[src/pkg/lrps_pkg.sv]
// Package for the logic relay power-on startup sequencer
package lrps_pkg;

  localparam int unsigned CLK_HZ        = 25_000_000;
  localparam int unsigned INIT_MAX_CART_S  = 10;
  localparam int unsigned INIT_MAX_PLAIN_S = 9;
  localparam longint unsigned INIT_CART_CYC  = longint'(INIT_MAX_CART_S) * CLK_HZ;
  localparam longint unsigned INIT_PLAIN_CYC = longint'(INIT_MAX_PLAIN_S) * CLK_HZ;
  localparam int unsigned OLD_EXP_LIMIT = 3;
  localparam int unsigned EXP_SETTLE_MS = 500;
  localparam longint unsigned EXP_SETTLE_CYC =
    longint'(EXP_SETTLE_MS) * (CLK_HZ / 1000);
  localparam int unsigned IO_W          = 8;
  localparam int unsigned EXP_MAX       = 4;

  typedef enum logic [1:0] {
    CART_NONE,
    CART_MEM,
    CART_MEMBAT,
    CART_BAT
  } lrps_cart_t;

  typedef enum logic {
    OP_STOP,
    OP_RUN
  } lrps_op_t;

  // Retained state kept across power loss by the backed-up store
  typedef struct packed {
    logic     progValid;
    logic     editing;
    lrps_op_t lastOp;
  } lrps_keep_t;

endpackage : lrps_pkg

[src/rtl/lrps_startup.sv]
// Power-on startup sequencer of the logic relay base module
`timescale 1ns/1ps
module lrps_startup import lrps_pkg::*; #(
  parameter int unsigned W          = IO_W,
  parameter int unsigned NEXP       = EXP_MAX,
  parameter longint unsigned CART_CYC   = INIT_CART_CYC,
  parameter longint unsigned PLAIN_CYC  = INIT_PLAIN_CYC,
  parameter longint unsigned SETTLE_CYC = EXP_SETTLE_CYC
) (
  input  wire logic            sys_clk,
  input  wire logic            rstn,
  input  wire logic            hasDisplay,
  input  wire lrps_cart_t      cartKind,
  input  wire logic            cartProgValid,
  input  wire lrps_keep_t      keepIn,
  input  wire logic            copyDone,
  input  wire logic [NEXP-1:0] expPresent,
  input  wire logic [NEXP-1:0] expOld,
  input  wire logic [NEXP-1:0] expBusy,
  input  wire logic            noProgAck,
  input  wire logic            scanTick,
  input  wire logic [W-1:0]    baseIn,
  input  wire logic [W-1:0]    expIn,
  input  wire logic [W-1:0]    progOut,
  output logic                 copyReq,
  output logic                 progClear,
  output logic                 retainLoad,
  output logic                 busyInd,
  output logic                 noProgShow,
  output logic                 lampGreen,
  output logic                 initDone,
  output logic                 initTimeout,
  output lrps_op_t             opState,
  output logic                 execEn,
  output logic [W-1:0]         inImage,
  output logic [W-1:0]         baseOut,
  output logic [W-1:0]         expOut
);
  typedef enum logic [2:0] {
    ST_SRC, ST_COPY, ST_EXP, ST_NOPROG, ST_SETTLE, ST_DONE
  } lrps_state_t;

  localparam int unsigned TW = 40;

  function automatic logic cartHasMem(input lrps_cart_t k);
    return (k == CART_MEM) || (k == CART_MEMBAT);
  endfunction : cartHasMem

  function automatic int unsigned countOnes(input logic [NEXP-1:0] v);
    int unsigned n;
    n = 0;
    for (int i = 0; i < NEXP; i++) begin
      n += int'(v[i]);
    end
    return n;
  endfunction : countOnes

  lrps_state_t   state_r, state_nxt;
  logic [TW-1:0] tmr_r, tmr_nxt;
  logic [TW-1:0] settle_r, settle_nxt;
  lrps_op_t      op_r, op_nxt;
  logic          progOk_r, progOk_nxt;
  logic          tout_r, tout_nxt;
  logic          retain_r, retain_nxt;
  logic          clear_r, clear_nxt;
  logic [NEXP-1:0] expSeen_r, expSeen_nxt;
  logic [TW-1:0] limit;
  logic          expWait;

  // Limit depends on whether the cartridge carries program memory
  assign limit = cartHasMem(cartKind) ? TW'(CART_CYC) : TW'(PLAIN_CYC);
  // Modules are only latched in ST_SRC at the start of init; ones powered later stay unseen
  assign expWait = |(expSeen_r & expBusy);

  always_comb begin
    state_nxt   = state_r;
    tmr_nxt     = tmr_r;
    settle_nxt  = settle_r;
    op_nxt      = op_r;
    progOk_nxt  = progOk_r;
    tout_nxt    = tout_r;
    retain_nxt  = 1'b0;
    clear_nxt   = 1'b0;
    expSeen_nxt = expSeen_r;
    if (state_r != ST_DONE && state_r != ST_NOPROG && tmr_r < limit) begin
      tmr_nxt = tmr_r + 1'b1;
    end
    case (state_r)
      ST_SRC: begin
        expSeen_nxt = expPresent;
        // A program half-entered at power loss is not trusted
        progOk_nxt = (keepIn.progValid && !keepIn.editing) || cartProgValid;
        clear_nxt  = keepIn.editing;
        if (cartProgValid) begin
          state_nxt = ST_COPY;
        end else begin
          state_nxt = ST_EXP;
        end
      end
      ST_COPY: begin
        if (copyDone) begin
          state_nxt = ST_EXP;
        end
      end
      ST_EXP: begin
        if (!progOk_r) begin
          op_nxt = OP_STOP;
          state_nxt = hasDisplay ? ST_NOPROG : ST_DONE;
        end else begin
          // Display-less units always start; others resume the saved state
          op_nxt     = hasDisplay ? keepIn.lastOp : OP_RUN;
          retain_nxt = 1'b1;
          settle_nxt = (countOnes(expSeen_r & expOld) >= OLD_EXP_LIMIT) ?
                       TW'(SETTLE_CYC) : '0;
          state_nxt  = ST_SETTLE;
        end
      end
      ST_NOPROG: begin
        if (noProgAck) begin
          state_nxt = ST_DONE;
        end
      end
      ST_SETTLE: begin
        if (settle_r != '0) begin
          settle_nxt = settle_r - 1'b1;
        end else if (!expWait) begin
          state_nxt = ST_DONE;
        end
      end
      ST_DONE: ;
      default: state_nxt = ST_SRC;
    endcase
    // Flags overrun of the documented bound rather than forcing completion
    if (state_r != ST_DONE && state_r != ST_NOPROG && tmr_r >= limit) begin
      tout_nxt = 1'b1;
    end
  end

  always_ff @(posedge sys_clk or negedge rstn) begin
    if (!rstn) begin
      state_r   <= ST_SRC;
      tmr_r     <= '0;
      settle_r  <= '0;
      op_r      <= OP_STOP;
      progOk_r  <= 1'b0;
      tout_r    <= 1'b0;
      retain_r  <= 1'b0;
      clear_r   <= 1'b0;
      expSeen_r <= '0;
    end else begin
      state_r   <= state_nxt;
      tmr_r     <= tmr_nxt;
      settle_r  <= settle_nxt;
      op_r      <= op_nxt;
      progOk_r  <= progOk_nxt;
      tout_r    <= tout_nxt;
      retain_r  <= retain_nxt;
      clear_r   <= clear_nxt;
      expSeen_r <= expSeen_nxt;
    end
  end

  assign initDone    = (state_r == ST_DONE);
  assign busyInd     = !initDone && state_r != ST_NOPROG;
  assign noProgShow  = (state_r == ST_NOPROG);
  assign copyReq     = (state_r == ST_COPY);
  assign progClear   = clear_r;
  assign retainLoad  = retain_r;
  assign initTimeout = tout_r;
  assign opState     = initDone ? op_r : OP_STOP;
  assign execEn      = initDone && op_r == OP_RUN;
  assign lampGreen   = execEn;

  lrps_scan #(.W(W)) u_scan (
    .sys_clk  (sys_clk),
    .rstn     (rstn),
    .scanTick (scanTick),
    .runEn    (execEn),
    .expReady (!expWait),
    .baseIn   (baseIn),
    .expIn    (expIn),
    .progOut  (progOut),
    .inImage  (inImage),
    .baseOut  (baseOut),
    .expOut   (expOut)
  );

  property p_busy_until_done;
    @(posedge sys_clk) disable iff (!rstn)
      (!initDone && !noProgShow) |-> (busyInd && !lampGreen && !execEn);
  endproperty
  a_busy_until_done: assert property (p_busy_until_done) else $error("busy not shown");

  property p_bound;
    @(posedge sys_clk) disable iff (!rstn)
      (tmr_r >= limit && !initDone && !noProgShow) |=> initTimeout;
  endproperty
  a_bound: assert property (p_bound) else $error("init bound check");

  property p_clear_edit;
    @(posedge sys_clk) disable iff (!rstn) (state_r == ST_SRC && keepIn.editing) |=> progClear;
  endproperty
  a_clear_edit: assert property (p_clear_edit) else $error("program not discarded");

  property p_nodisp_run;
    @(posedge sys_clk) disable iff (!rstn) (initDone && !hasDisplay && progOk_r) |-> lampGreen;
  endproperty
  a_nodisp_run: assert property (p_nodisp_run) else $error("no auto run");

  property p_noprog_stop;
    @(posedge sys_clk) disable iff (!rstn) noProgShow |-> !execEn;
  endproperty
  a_noprog_stop: assert property (p_noprog_stop) else $error("running without program");
endmodule : lrps_startup

[src/rtl/lrps_scan.sv]
// Scan loop: one input sample and one output update per scan tick
`timescale 1ns/1ps
module lrps_scan import lrps_pkg::*; #(
  parameter int unsigned W = IO_W
) (
  input  wire logic         sys_clk,
  input  wire logic         rstn,
  input  wire logic         scanTick,
  input  wire logic         runEn,
  input  wire logic         expReady,
  input  wire logic [W-1:0] baseIn,
  input  wire logic [W-1:0] expIn,
  input  wire logic [W-1:0] progOut,
  output logic      [W-1:0] inImage,
  output logic      [W-1:0] baseOut,
  output logic      [W-1:0] expOut
);
  logic [W-1:0] inImage_r, inImage_nxt;
  logic [W-1:0] baseOut_r, baseOut_nxt;
  logic [W-1:0] expOut_r,  expOut_nxt;

  always_comb begin
    inImage_nxt = inImage_r;
    baseOut_nxt = baseOut_r;
    expOut_nxt  = expOut_r;
    if (!runEn) begin
      // No sampling, outputs held off while stopped
      baseOut_nxt = '0;
      expOut_nxt  = '0;
    end else begin
      if (scanTick) begin
        // Outputs from last scan's image land one scan after the input
        inImage_nxt = baseIn | (expReady ? expIn : '0);
        baseOut_nxt = progOut;
        expOut_nxt  = progOut;
      end
      // A module back in init loses its outputs at once, not at the next scan
      if (!expReady) begin
        expOut_nxt = '0;
      end
    end
  end

  always_ff @(posedge sys_clk or negedge rstn) begin
    if (!rstn) begin
      inImage_r <= '0;
      baseOut_r <= '0;
      expOut_r  <= '0;
    end else begin
      inImage_r <= inImage_nxt;
      baseOut_r <= baseOut_nxt;
      expOut_r  <= expOut_nxt;
    end
  end

  assign inImage = inImage_r;
  assign baseOut = baseOut_r;
  assign expOut  = expOut_r;

  property p_stop_off;
    @(posedge sys_clk) disable iff (!rstn) !runEn |=> (baseOut == '0 && expOut == '0);
  endproperty
  a_stop_off: assert property (p_stop_off) else $error("outputs on while stopped");

  property p_exp_off;
    @(posedge sys_clk) disable iff (!rstn) !expReady |=> expOut == '0;
  endproperty
  a_exp_off: assert property (p_exp_off) else $error("expansion output on in init");

  property p_scan_update;
    @(posedge sys_clk) disable iff (!rstn)
      (runEn && scanTick) |=> baseOut == $past(progOut);
  endproperty
  a_scan_update: assert property (p_scan_update) else $error("output not updated on scan");
endmodule : lrps_scan

[config.mk]
export PLATFORM = sky130hd
export DESIGN_NAME = lrps_startup
export DESIGN_NICKNAME = d
export VERILOG_FILES = /design/src/pkg/lrps_pkg.sv /design/src/rtl/lrps_startup.sv /design/src/rtl/lrps_scan.sv
export SDC_FILE = /design/constraint.sdc
export NUM_CORES = 1
export LEC_CHECK = 0
export BUFFER_PORTS_ARGS = -buffer_cell sky130_fd_sc_hd__buf_2
export CORE_ASPECT_RATIO = 0.8
export CORE_MARGIN = 2
export CORE_UTILIZATION = 55
export CTS_CLUSTER_SIZE = 12
export DETAILED_ROUTE_END_ITERATION = 6
export PLACE_DENSITY = 0.87
export SLEW_MARGIN = 20
export SYNTH_ARGS = -nofsm -noshare
export SYNTH_HDL_FRONTEND = slang
export SYNTH_SLANG_ARGS = --single-unit
[constraint.sdc]
create_clock -name sys_clk -period 2.8 [get_ports sys_clk]
set_input_delay 0.14 -clock sys_clk [delete_from_list [all_inputs] [get_ports sys_clk]]
set_output_delay 0.14 -clock sys_clk [all_outputs]
set_load 0.05 [all_outputs]
[Yosys cells after proc, flatten, opt, wreduce, memory -nomap -nowiden]
Cells that the tools add are included.
Operators by class
  reductions and logical operators: 17
  eq/ne operators: 17
  mux-type cells: 24
  order comparisons: 3
  bitwise gates (word level): 4
  add/subtract/negate cells: 5
Operators by type and width (count)
  $mux 40: 2
  $pmux 40 s2: 1
  $add 40x1->40 const B: 1
  $ge 40x28->1: 1
  $lt 40x28->1: 1
  $mux 8: 5
  $reduce_bool 40->1: 1
  $sub 40x1->40 const B: 1
  $mux 26: 1
  $mux 24: 1
  $mux 3: 6
  $pmux 3 s6: 1
  $ne 2x2->1 const B: 7
  $and 4x4->4: 2
  $or 8x8->8: 1
  $eq 3x2->1 const B: 2
  $eq 3x3->1 const B: 2
  $logic_and 1x1->1: 6
  $mux 1: 6
  $ne 3x3->1 const B: 2
  $reduce_and 5->1: 1
  $add 3x1->4: 1
  $ge 4x2->1 const B: 1
  $reduce_or 4->1: 1
  other kinds (14): 16
Storage, ports and cells
  word-level logic and storage cells: 82
  bits in registers: 116

[Longest topological paths before layout]
Gate-level depths: netlist (run 1).
  depth in word-level cells: 8
  gate-level depth with buffers: 12
  mapped depth without buffers: 10

[Modules after synthesis]
From an unflattened synthesis (run 1), not the netlist that was laid out.
Second synthesis, totals
  cell total of the unflattened synthesis: 592
  area total of the unflattened synthesis: 5898.2 um^2
By module, submodules not included
  lrps_startup: cells each 495, instances 1, area an instance 4820.9 um^2
  lrps_scan: cells each 97, instances 1, area an instance 1077.3 um^2

[Least setup slack after synthesis (run 1)]
OpenSTA, ideal clock, no wires.
  path kind: register to register
  from: register state_r[1]
  to: register tmr_r[21]
  path buffers: 3
  clock period less this slack: 2.852 ns
  slack: -0.052 ns
  library setup time: 0.125 ns
  required time: 2.675 ns
  data arrival time: 2.727 ns
  stages on the path, launching flop included: 9
  path through: dfrtp_1 > clkbuf_1 > nor2b_1 > o21ai_0 > a21boi_2 > buf_6 > buf_12 > nand3_4 > xnor2_2
Between the ends
  cells in the longest elaborated chain, start to end: 3
  elaborated cells between the ends (all ways): 4
  those cells by class: 2 x eq/ne; 2 x reduce/logical
RTL lines
  start: declaration: line lrps_startup.sv:58  | lrps_state_t state_r, state_nxt;
  start signal: assignment: line lrps_startup.sv:151  | state_r <= state_nxt;
  $ne 3x3->1 or $ne 3x2->1 (tied branches): line lrps_startup.sv:85  | if (state_r != ST_DONE && state_r != ST_NOPROG && tmr_r < limit) begin
  $logic_and 1x1->1 * (2 in a row): line lrps_startup.sv:85
  end signal: assignment: line lrps_startup.sv:152  | tmr_r <= tmr_nxt;
  end: declaration: line lrps_startup.sv:59  | logic [TW-1:0] tmr_r, tmr_nxt;
Every way passes the cells marked *; elsewhere a longest branch is shown, timed or not.
A chain may end at the register's enable or synchronous reset.

[Final worst setup path (run 1)]
  from: register expSeen_r[0]
  to: register settle_r[20]
Between the ends
  cells in the longest elaborated chain, start to end: 8
RTL lines
  start: declaration: line lrps_startup.sv:66  | logic [NEXP-1:0] expSeen_r, expSeen_nxt;
  start signal: assignment: line lrps_startup.sv:159  | expSeen_r <= expSeen_nxt;
  $and 4x4->4: line lrps_startup.sv:113  | settle_nxt = (countOnes(expSeen_r & expOld) >= OLD_EXP_LIMIT) ?
  $add 1x1->2: line lrps_startup.sv:53  | n += int'(v[i]);
  $add 2x1->3: line lrps_startup.sv:53
  $add 3x1->4: line lrps_startup.sv:53
  $ge 4x2->1: line lrps_startup.sv:113
  $mux 24: line lrps_startup.sv:113
  $mux 40: line lrps_startup.sv:106  | if (!progOk_r) begin
  $pmux 40 s2: line lrps_startup.sv:88  | case (state_r)
  end signal: assignment: line lrps_startup.sv:153  | settle_r <= settle_nxt;
  end: declaration: line lrps_startup.sv:60  | logic [TW-1:0] settle_r, settle_nxt;
Every way passes these cells. The select of a mux whose other input is x is not followed.

==> summary.txt, run 1 <==
Clock network
  • Post-CTS setup buffers: 0
  • Clock root buffer: clkbuf_16
  • CTS clk-pin slew, worst paths: 60 ps
  • Clock sink total: 116
  • Htree depth: 4
  • Cts bufs inserted: 17
  • Clock Latency Late Sink: 420 ps
  • Longest Clk Path Bufs: 2
  • CTS tree: built

Floorplanning
  • Core Area: 10200 um^2
  • Die W: 118 um
  • Vert. Die Dim: 95.4 um
  • Num rows: 33
  • Die Area: 11300 um^2
  • I/O Pins: 82
  • Initial Utilization: 0.563

Critical path
  • Max Fanout on Critical Path: 6
  • Critical Path AT: 2890 ps
  • Worst Setup Start Kind: register
  • CP max stage delay: 480 ps
  • CP bufs+invs: 0
  • Cell mode on critical path: ha_1
  • Critical Path RT: 3080 ps
  • Crit path max-delay family: adder cells
  • Setup crit end kind: register
  • Crit-path cells: and2_1 > fa_1 > ha_1 > ha_1 > a21oi_1 > and3_1 > nor2_1 > o21ai_0 > o311ai_0
  • Slowest CP cell: fa_1
  • Critical path class: register to register

Placement
  • Dpl hpwl: 9160 um
  • GP Congestion: 0.931
  • Port bufs: 81

GRT
  • Largest net degree at the start of global routing: 73
  • Gr usage total: 0.279
  • Initial antenna violation count: 0
  • First-pass GRT wire length: 24600 um
  • Vias in the first global route: 5064
  • Grt ovf: 0

Timing
  • Endpoints failing hold: 0
  • Fmax: 0.383 GHz
  • Setup_tns: 0 ps
  • Period Utilization, post-route: 0.932
  • Layout Skew: 7.00 ps
  • Hold WS: 2.92 ps
  • Max transition margin: 0.305
  • Unrepaired setup endpoints after global routing: no
  • Max-slew violation count: 0
  • Finish-stage setup viols: 0
  • Least-Margin Pin Slew: 1030 ps
  • Min cycle time layout: 2610 ps

Drt
  • WL/cell: 17.6 um
  • Via density: 5.93
  • DRC: 0
  • Total iterations of the first detailed-routing run: 5
  • Post-Route WL: 14700 um
  • Post-route ant nets: 0
  • Via count: 4954
  • Initial drt markers: 466

Synth
  • Primary FF master, synth: dfrtp_1
  • Cell Area, Synth: 5750 um^2
  • #FFs+latches synth: 116
  • Ys async rst share: 1.00
  • Post-Syn Area per Cell: 9.87 um^2
  • Top cells by area, synth: dfrtp_1 51%, a21oi_1 4.3%, nor2_1 4.0%
  • Most frequent cells after synthesis: 116 x dfrtp_1, 62 x nor2_1, 60 x nand2_1
  • Count of flip-flops with a built-in enable after synthesis: 0
  • Yosys top cell by area: dfrtp_1
  • Unique masters post-synth: 61
  • Ys Warns: 0
  • Most common cell in the netlist: dfrtp_1
  • Post-synth top area share: 0.505
  • Register area share after synthesis: 0.505
  • Synthesized instance count: 582
  • Synthesized Nets: 643

Finish
  • Register Area: 2900 um^2
  • Antenna diodes: 0
  • Final Util: 0.698
  • Area Growth Syn to Fin: 23.8%
  • Layout cells sized above 1: 0.220
  • Fillers: 694
  • Multi-input gate area: 2640 um^2
  • Layout net count: 743

Pwr
  • Leakage: 3.44 nW
  • Power per cell area: 625 nW/um^2
  • Worst vdd ir: 474 uV

Flow run
  • Max cap viols: 0

Outcome
  • Status: completed

Worst hold path
  • HP Class: input pin to register
==> path summary, 6_finish.rpt <==
check                              from                 to  slack [ps]  depth (start not counted)
min in group asynchronous          rstn   u_scan.expOut[3]         390                          2
max in group asynchronous          rstn       settle_r[21]        1640                          3
max reg2reg                expSeen_r[0]       settle_r[20]         190                          9
min                           baseIn[4]  u_scan.inImage[4]           3                          3
min reg2reg                   tmr_r[39]          tmr_r[39]         380                          0
max                        expSeen_r[0]       settle_r[20]         190                          9
==> power breakdown <==
| part | internal, mW | switching [mW] |
|---|---|---|
| registers | 1.71 | 0.0197 |
| logic | 0.0896 | 0.230 |
| clock network | 1.60 | 0.803 |
==> placed cells by master, fill, tap and decap left out, types with 6 or more instances in the layout <==
master         count
nor4_1            13
xor2_1            14
nor3_1            17
nand3_1           18
dfrtp_1          116
nor2_1            62
a21oi_1           49
dlygate4sd3_1     16
buf_2             80
inv_1             11
o21ai_0           20
nand4_1           15
and2_1            10
ha_1              12
clkbuf_16         17
xnor2_1           26
and3_1            13
nand2_1           60
buf_4             15
and4_1             8
xnor2_2            6
==> per-stage QoR <==
stage               area (um^2)  power (mW)  std cells  setup WS [ps]
floorplan                  5750        1.93        582            306
global placement           6300        2.04        787            306
detailed placement         6300        2.05        787            169
CTS                        7110        4.44        835            214
global route               7120        4.57        835           62.0
finish                     7120        4.45        835            191
==> worst register-to-register path: stages (launching register included) <==
cell,delay (ps)
dfrtp_1,390
and2_1,160
fa_1,480
ha_1,220
ha_1,270
a21oi_1,220
and3_1,210
nor2_1,120
o21ai_0,240
o311ai_0,150
==> per-layer routing <==
layer | vias to the layer above | track usage | routed length, um
met5 | - | 0 | 0
met1 | 2422 | 0.350 | 6040
met4 | 0 | 0.127 | 417
li1 | 2257 | - | -
met3 | 51 | 0.0676 | 987
met2 | 224 | 0.468 | 7250
==> sequential cells by signal, indices dropped and copies added, names as in the netlist <==
register        count
state_r             3
progClear           1
u_scan.expOut       8
retainLoad          1
settle_r           40
op_r                1
u_scan.inImage      8
progOk_r            1
expSeen_r           4
initTimeout         1
u_scan.baseOut      8
tmr_r              40
==> final cells by class <==
type                       instances  area share
tap                              140      0.0246
inverter                          14     0.00738
timing repair buffer             112      0.0974
clock buffer                      19      0.0622
clock inverter                    13      0.0290
sequential                       116       0.408
multi-input combinational        421       0.371
==> logic make-up (layout without fill, tap and decap cells) <==
kind of cell	Yosys count	after routing	synth area share
AO/OA/AOI/OAI	104	104	0.112
XOR/XNOR	47	47	0.0808
adder cells (fa/ha/maj)	13	13	0.0296
buffers and inverters	45	158	0.0359
flip-flops	116	116	0.505
multiplexers	7	7	0.0133
AND/OR/NAND/NOR	250	250	0.224
==> repair_timing <==
item                                    4_1_cts  5_1_grt
endpoints found under the setup margin        0        2
gates resized for setup                       0        1
endpoints found under the hold margin        89        0
hold buffers                                 16        0
No activity file was read; power rests on OpenSTA's default activity.
==> inputs of run 2 (changes only) <==
CELL_PAD_IN_SITES_DETAIL_PLACEMENT = 0   (was default)
CELL_PAD_IN_SITES_GLOBAL_PLACEMENT = 2   (was default)
CORE_UTILIZATION = 36   (was 55)
PLACE_DENSITY = 0.89   (was 0.87)
==> summary.txt, run 2 (synthesis results as in run 1) <==
Clock network
  • Clock sink total: 116 (unchanged)
  • Clock root buffer: clkbuf_16
  • CTS tree: built
  • Longest Clk Path Bufs: 2 (unchanged)
  • Htree depth: 4 (unchanged)
  • Clock Latency Late Sink: 410 ps (about the same)
  • Post-CTS setup buffers: 0 (unchanged)
  • Cts bufs inserted: 17 (unchanged)
  • CTS clk-pin slew, worst paths: 60 ps (about the same)

Floorplanning
  • Die Area: 17000 um^2 (+51%)
  • Die W: 145 um (+23%)
  • Vert. Die Dim: 117 um (+23%)
  • I/O Pins: 82 (unchanged)
  • Num rows: 41 (+24%)
  • Core Area: 15700 um^2 (+54%)
  • Initial Utilization: 0.366 (-0.197)

Timing
  • Unrepaired setup endpoints after global routing: no
  • Period Utilization, post-route: 0.915 (-0.0166)
  • Final worst setup slack: 237 ps (+46.5 ps)
  • Hold WS: 19.7 ps (+16.7 ps)
  • Fmax: 0.390 GHz (+1.8%)
  • Least-Margin Pin Slew: 615 ps (-419 ps)
  • Min cycle time layout: 2560 ps (-46.5 ps)
  • Layout Skew: 6.58 ps (-0.422 ps)
  • Finish-stage setup viols: 0 (unchanged)
  • Endpoints failing hold: 0 (unchanged)
  • Setup_tns: 0 ps (unchanged)
  • Max transition margin: 0.590 (+0.285)
  • Max-slew violation count: 0 (unchanged)

Pwr
  • Logic gate share of total power: 0.074 (+0.002)
  • Clk pwr share: 0.527 (-0.013)
  • Power per cell area: 591 nW/um^2 (-5.4%)
  • Switching share of power: 0.252 (+0.0155)
  • Int Pwr: 3.23 mW (-4.9%)
  • Leakage: 3.51 nW (+2.0%)
  • Sequential power share: 0.399 (+0.010)
  • Worst vdd ir: 439 uV (-7.4%)
  • Sw power: 1.09 mW (+3.5%)

Drt
  • Via count: 4699 (-5.1%)
  • DRC: 0 (unchanged)
  • WL/cell: 14.6 um (-17%)
  • Initial drt markers: 209 (-55%)
  • Total iterations of the first detailed-routing run: 6 (+1)
  • Via density: 5.09 (-14%)
  • Post-route ant nets: 0 (unchanged)
  • Post-Route WL: 13500 um (-8.1%)

GRT
  • Vias in the first global route: 4742 (-6.4%)
  • Initial antenna violation count: 0 (unchanged)
  • Gr usage total: 0.169 (-0.111)
  • First-pass GRT wire length: 23000 um (-6.5%)
  • Grt ovf: 0 (unchanged)
  • Largest net degree at the start of global routing: 48 (-34%)

Critical path
  • Crit-path cells: and2_1 > fa_1 > ha_1 > ha_1 > a21oi_1 > and3_1 > nor2_2 > o21ai_0 > o311ai_0
  • Max Fanout on Critical Path: 6 (unchanged)
  • CP bufs+invs: 0 (unchanged)
  • Cell mode on critical path: ha_1
  • R2R setup slack: 240 ps (+50 ps)
  • Critical Path RT: 3070 ps (about the same)
  • R2r endpoint: settle_r[20]
  • Slowest CP cell: fa_1
  • Cells on worst reg2reg path: 9 (unchanged)
  • Worst Setup Start Kind: register
  • CP max stage delay: 480 ps (about the same)
  • Crit path max-delay family: adder cells
  • Critical Path AT: 2830 ps (-60 ps)
  • Setup crit end kind: register
  • Worst R2R Start: expSeen_r[0]
  • Critical path class: register to register

Placement
  • GP Congestion: 0.847 (-9.0%)
  • Dpl hpwl: 9350 um (+2.0%)
  • Post-place setup slack: 141 ps (-27.6 ps)
  • Port bufs: 81 (unchanged)

Worst hold path
  • Hold depth: 3 (unchanged)
  • Hold_sp: expIn[4]
  • HP Class: input pin to register
  • Worst Hold Path EP: u_scan.inImage[4]

Finish
  • Most frequent cells in the layout: 116 x dfrtp_1, 80 x buf_2, 61 x nor2_1
  • Commonest non-fill, non-tap cell in the layout: dfrtp_1
  • Largest regs: settle_r (40), tmr_r (40)
  • Antenna diodes: 0 (unchanged)
  • Layout cells sized above 1: 0.228 (+0.00835)
  • Layout net count: 757 (+1.9%)
  • Area Growth Syn to Fin: 27.2%

Outcome
  • Status: completed

Flow run
  • Max cap viols: 0 (unchanged)
==> run 2: changes by cell type in the layout (fill, tap and decap cells not counted), sizes merged <==
cell,delta
clkbuf,-2
bufinv,-2
inv,+8
dlygate4sd3,+6
clkinvlp,-4
buf,+8
==> run 2: cell type report <==
type,instances,area [um^2]
clock buffer,17,425
clock inverter,15,193
fill,1489,8390
inverter,14,52.6
multi-input combinational,421,2640
sequential,116,2900
tap,215,269
timing repair buffer,126,826
==> run 2: worst min-delay path, stage by stage <==
cell     delay [ps]
buf_2            80
a21oi_1          50
a21oi_1         120
==> run 2: layer usage <==
metal,GRT usage,vias to the layer above,wire (um)
met5,0,-,0
met4,0.0503,0,167
met3,0.0461,12,501
met2,0.279,89,6310
met1,0.220,2307,6530
li1,-,2291,-
==> run 2: worst max-delay path by stage <==
stage | start | endpoint | slack (ps) | depth (start not counted)
final | expSeen_r[0] | settle_r[20] | 240 | 9
after global placement | expSeen_r[0] | settle_r[11] | 220 | 9
after detailed placement | expSeen_r[0] | settle_r[11] | 140 | 9
after floorplan | expSeen_r[0] | settle_r[11] | 310 | 10
after global routing | expSeen_r[0] | settle_r[20] | 60 | 9
after CTS | expSeen_r[0] | settle_r[11] | 140 | 9
==> run 2: repair_timing <==
action                                  CTS  global route
endpoints found under the hold margin    73             0
endpoints found under the setup margin    0             2
gates resized for setup                   0             1
hold buffers                             22             0
==> run 2: power by group through the flow <==
stage | combinational, mW | sequential, mW | clock (mW)
after CTS | 0.325 | 1.72 | 2.32
after global placement | 0.295 | 1.75 | 0
after detailed placement | 0.300 | 1.75 | 0
after global routing | 0.348 | 1.73 | 2.41
after floorplan | 0.0676 | 1.86 | 0
final | 0.321 | 1.72 | 2.27
==> run 2: per-stage QoR <==
step | instance area, um^2 | std cells | utilization | total power [mW]
after global placement | 6470 | 870 | 0.412 | 2.05
after floorplan | 5750 | 582 | - | 1.93
after global routing | 7310 | 924 | 0.466 | 4.49
final | 7310 | 924 | 0.466 | 4.32
after detailed placement | 6470 | 870 | 0.412 | 2.05
after CTS | 7310 | 924 | 0.465 | 4.37
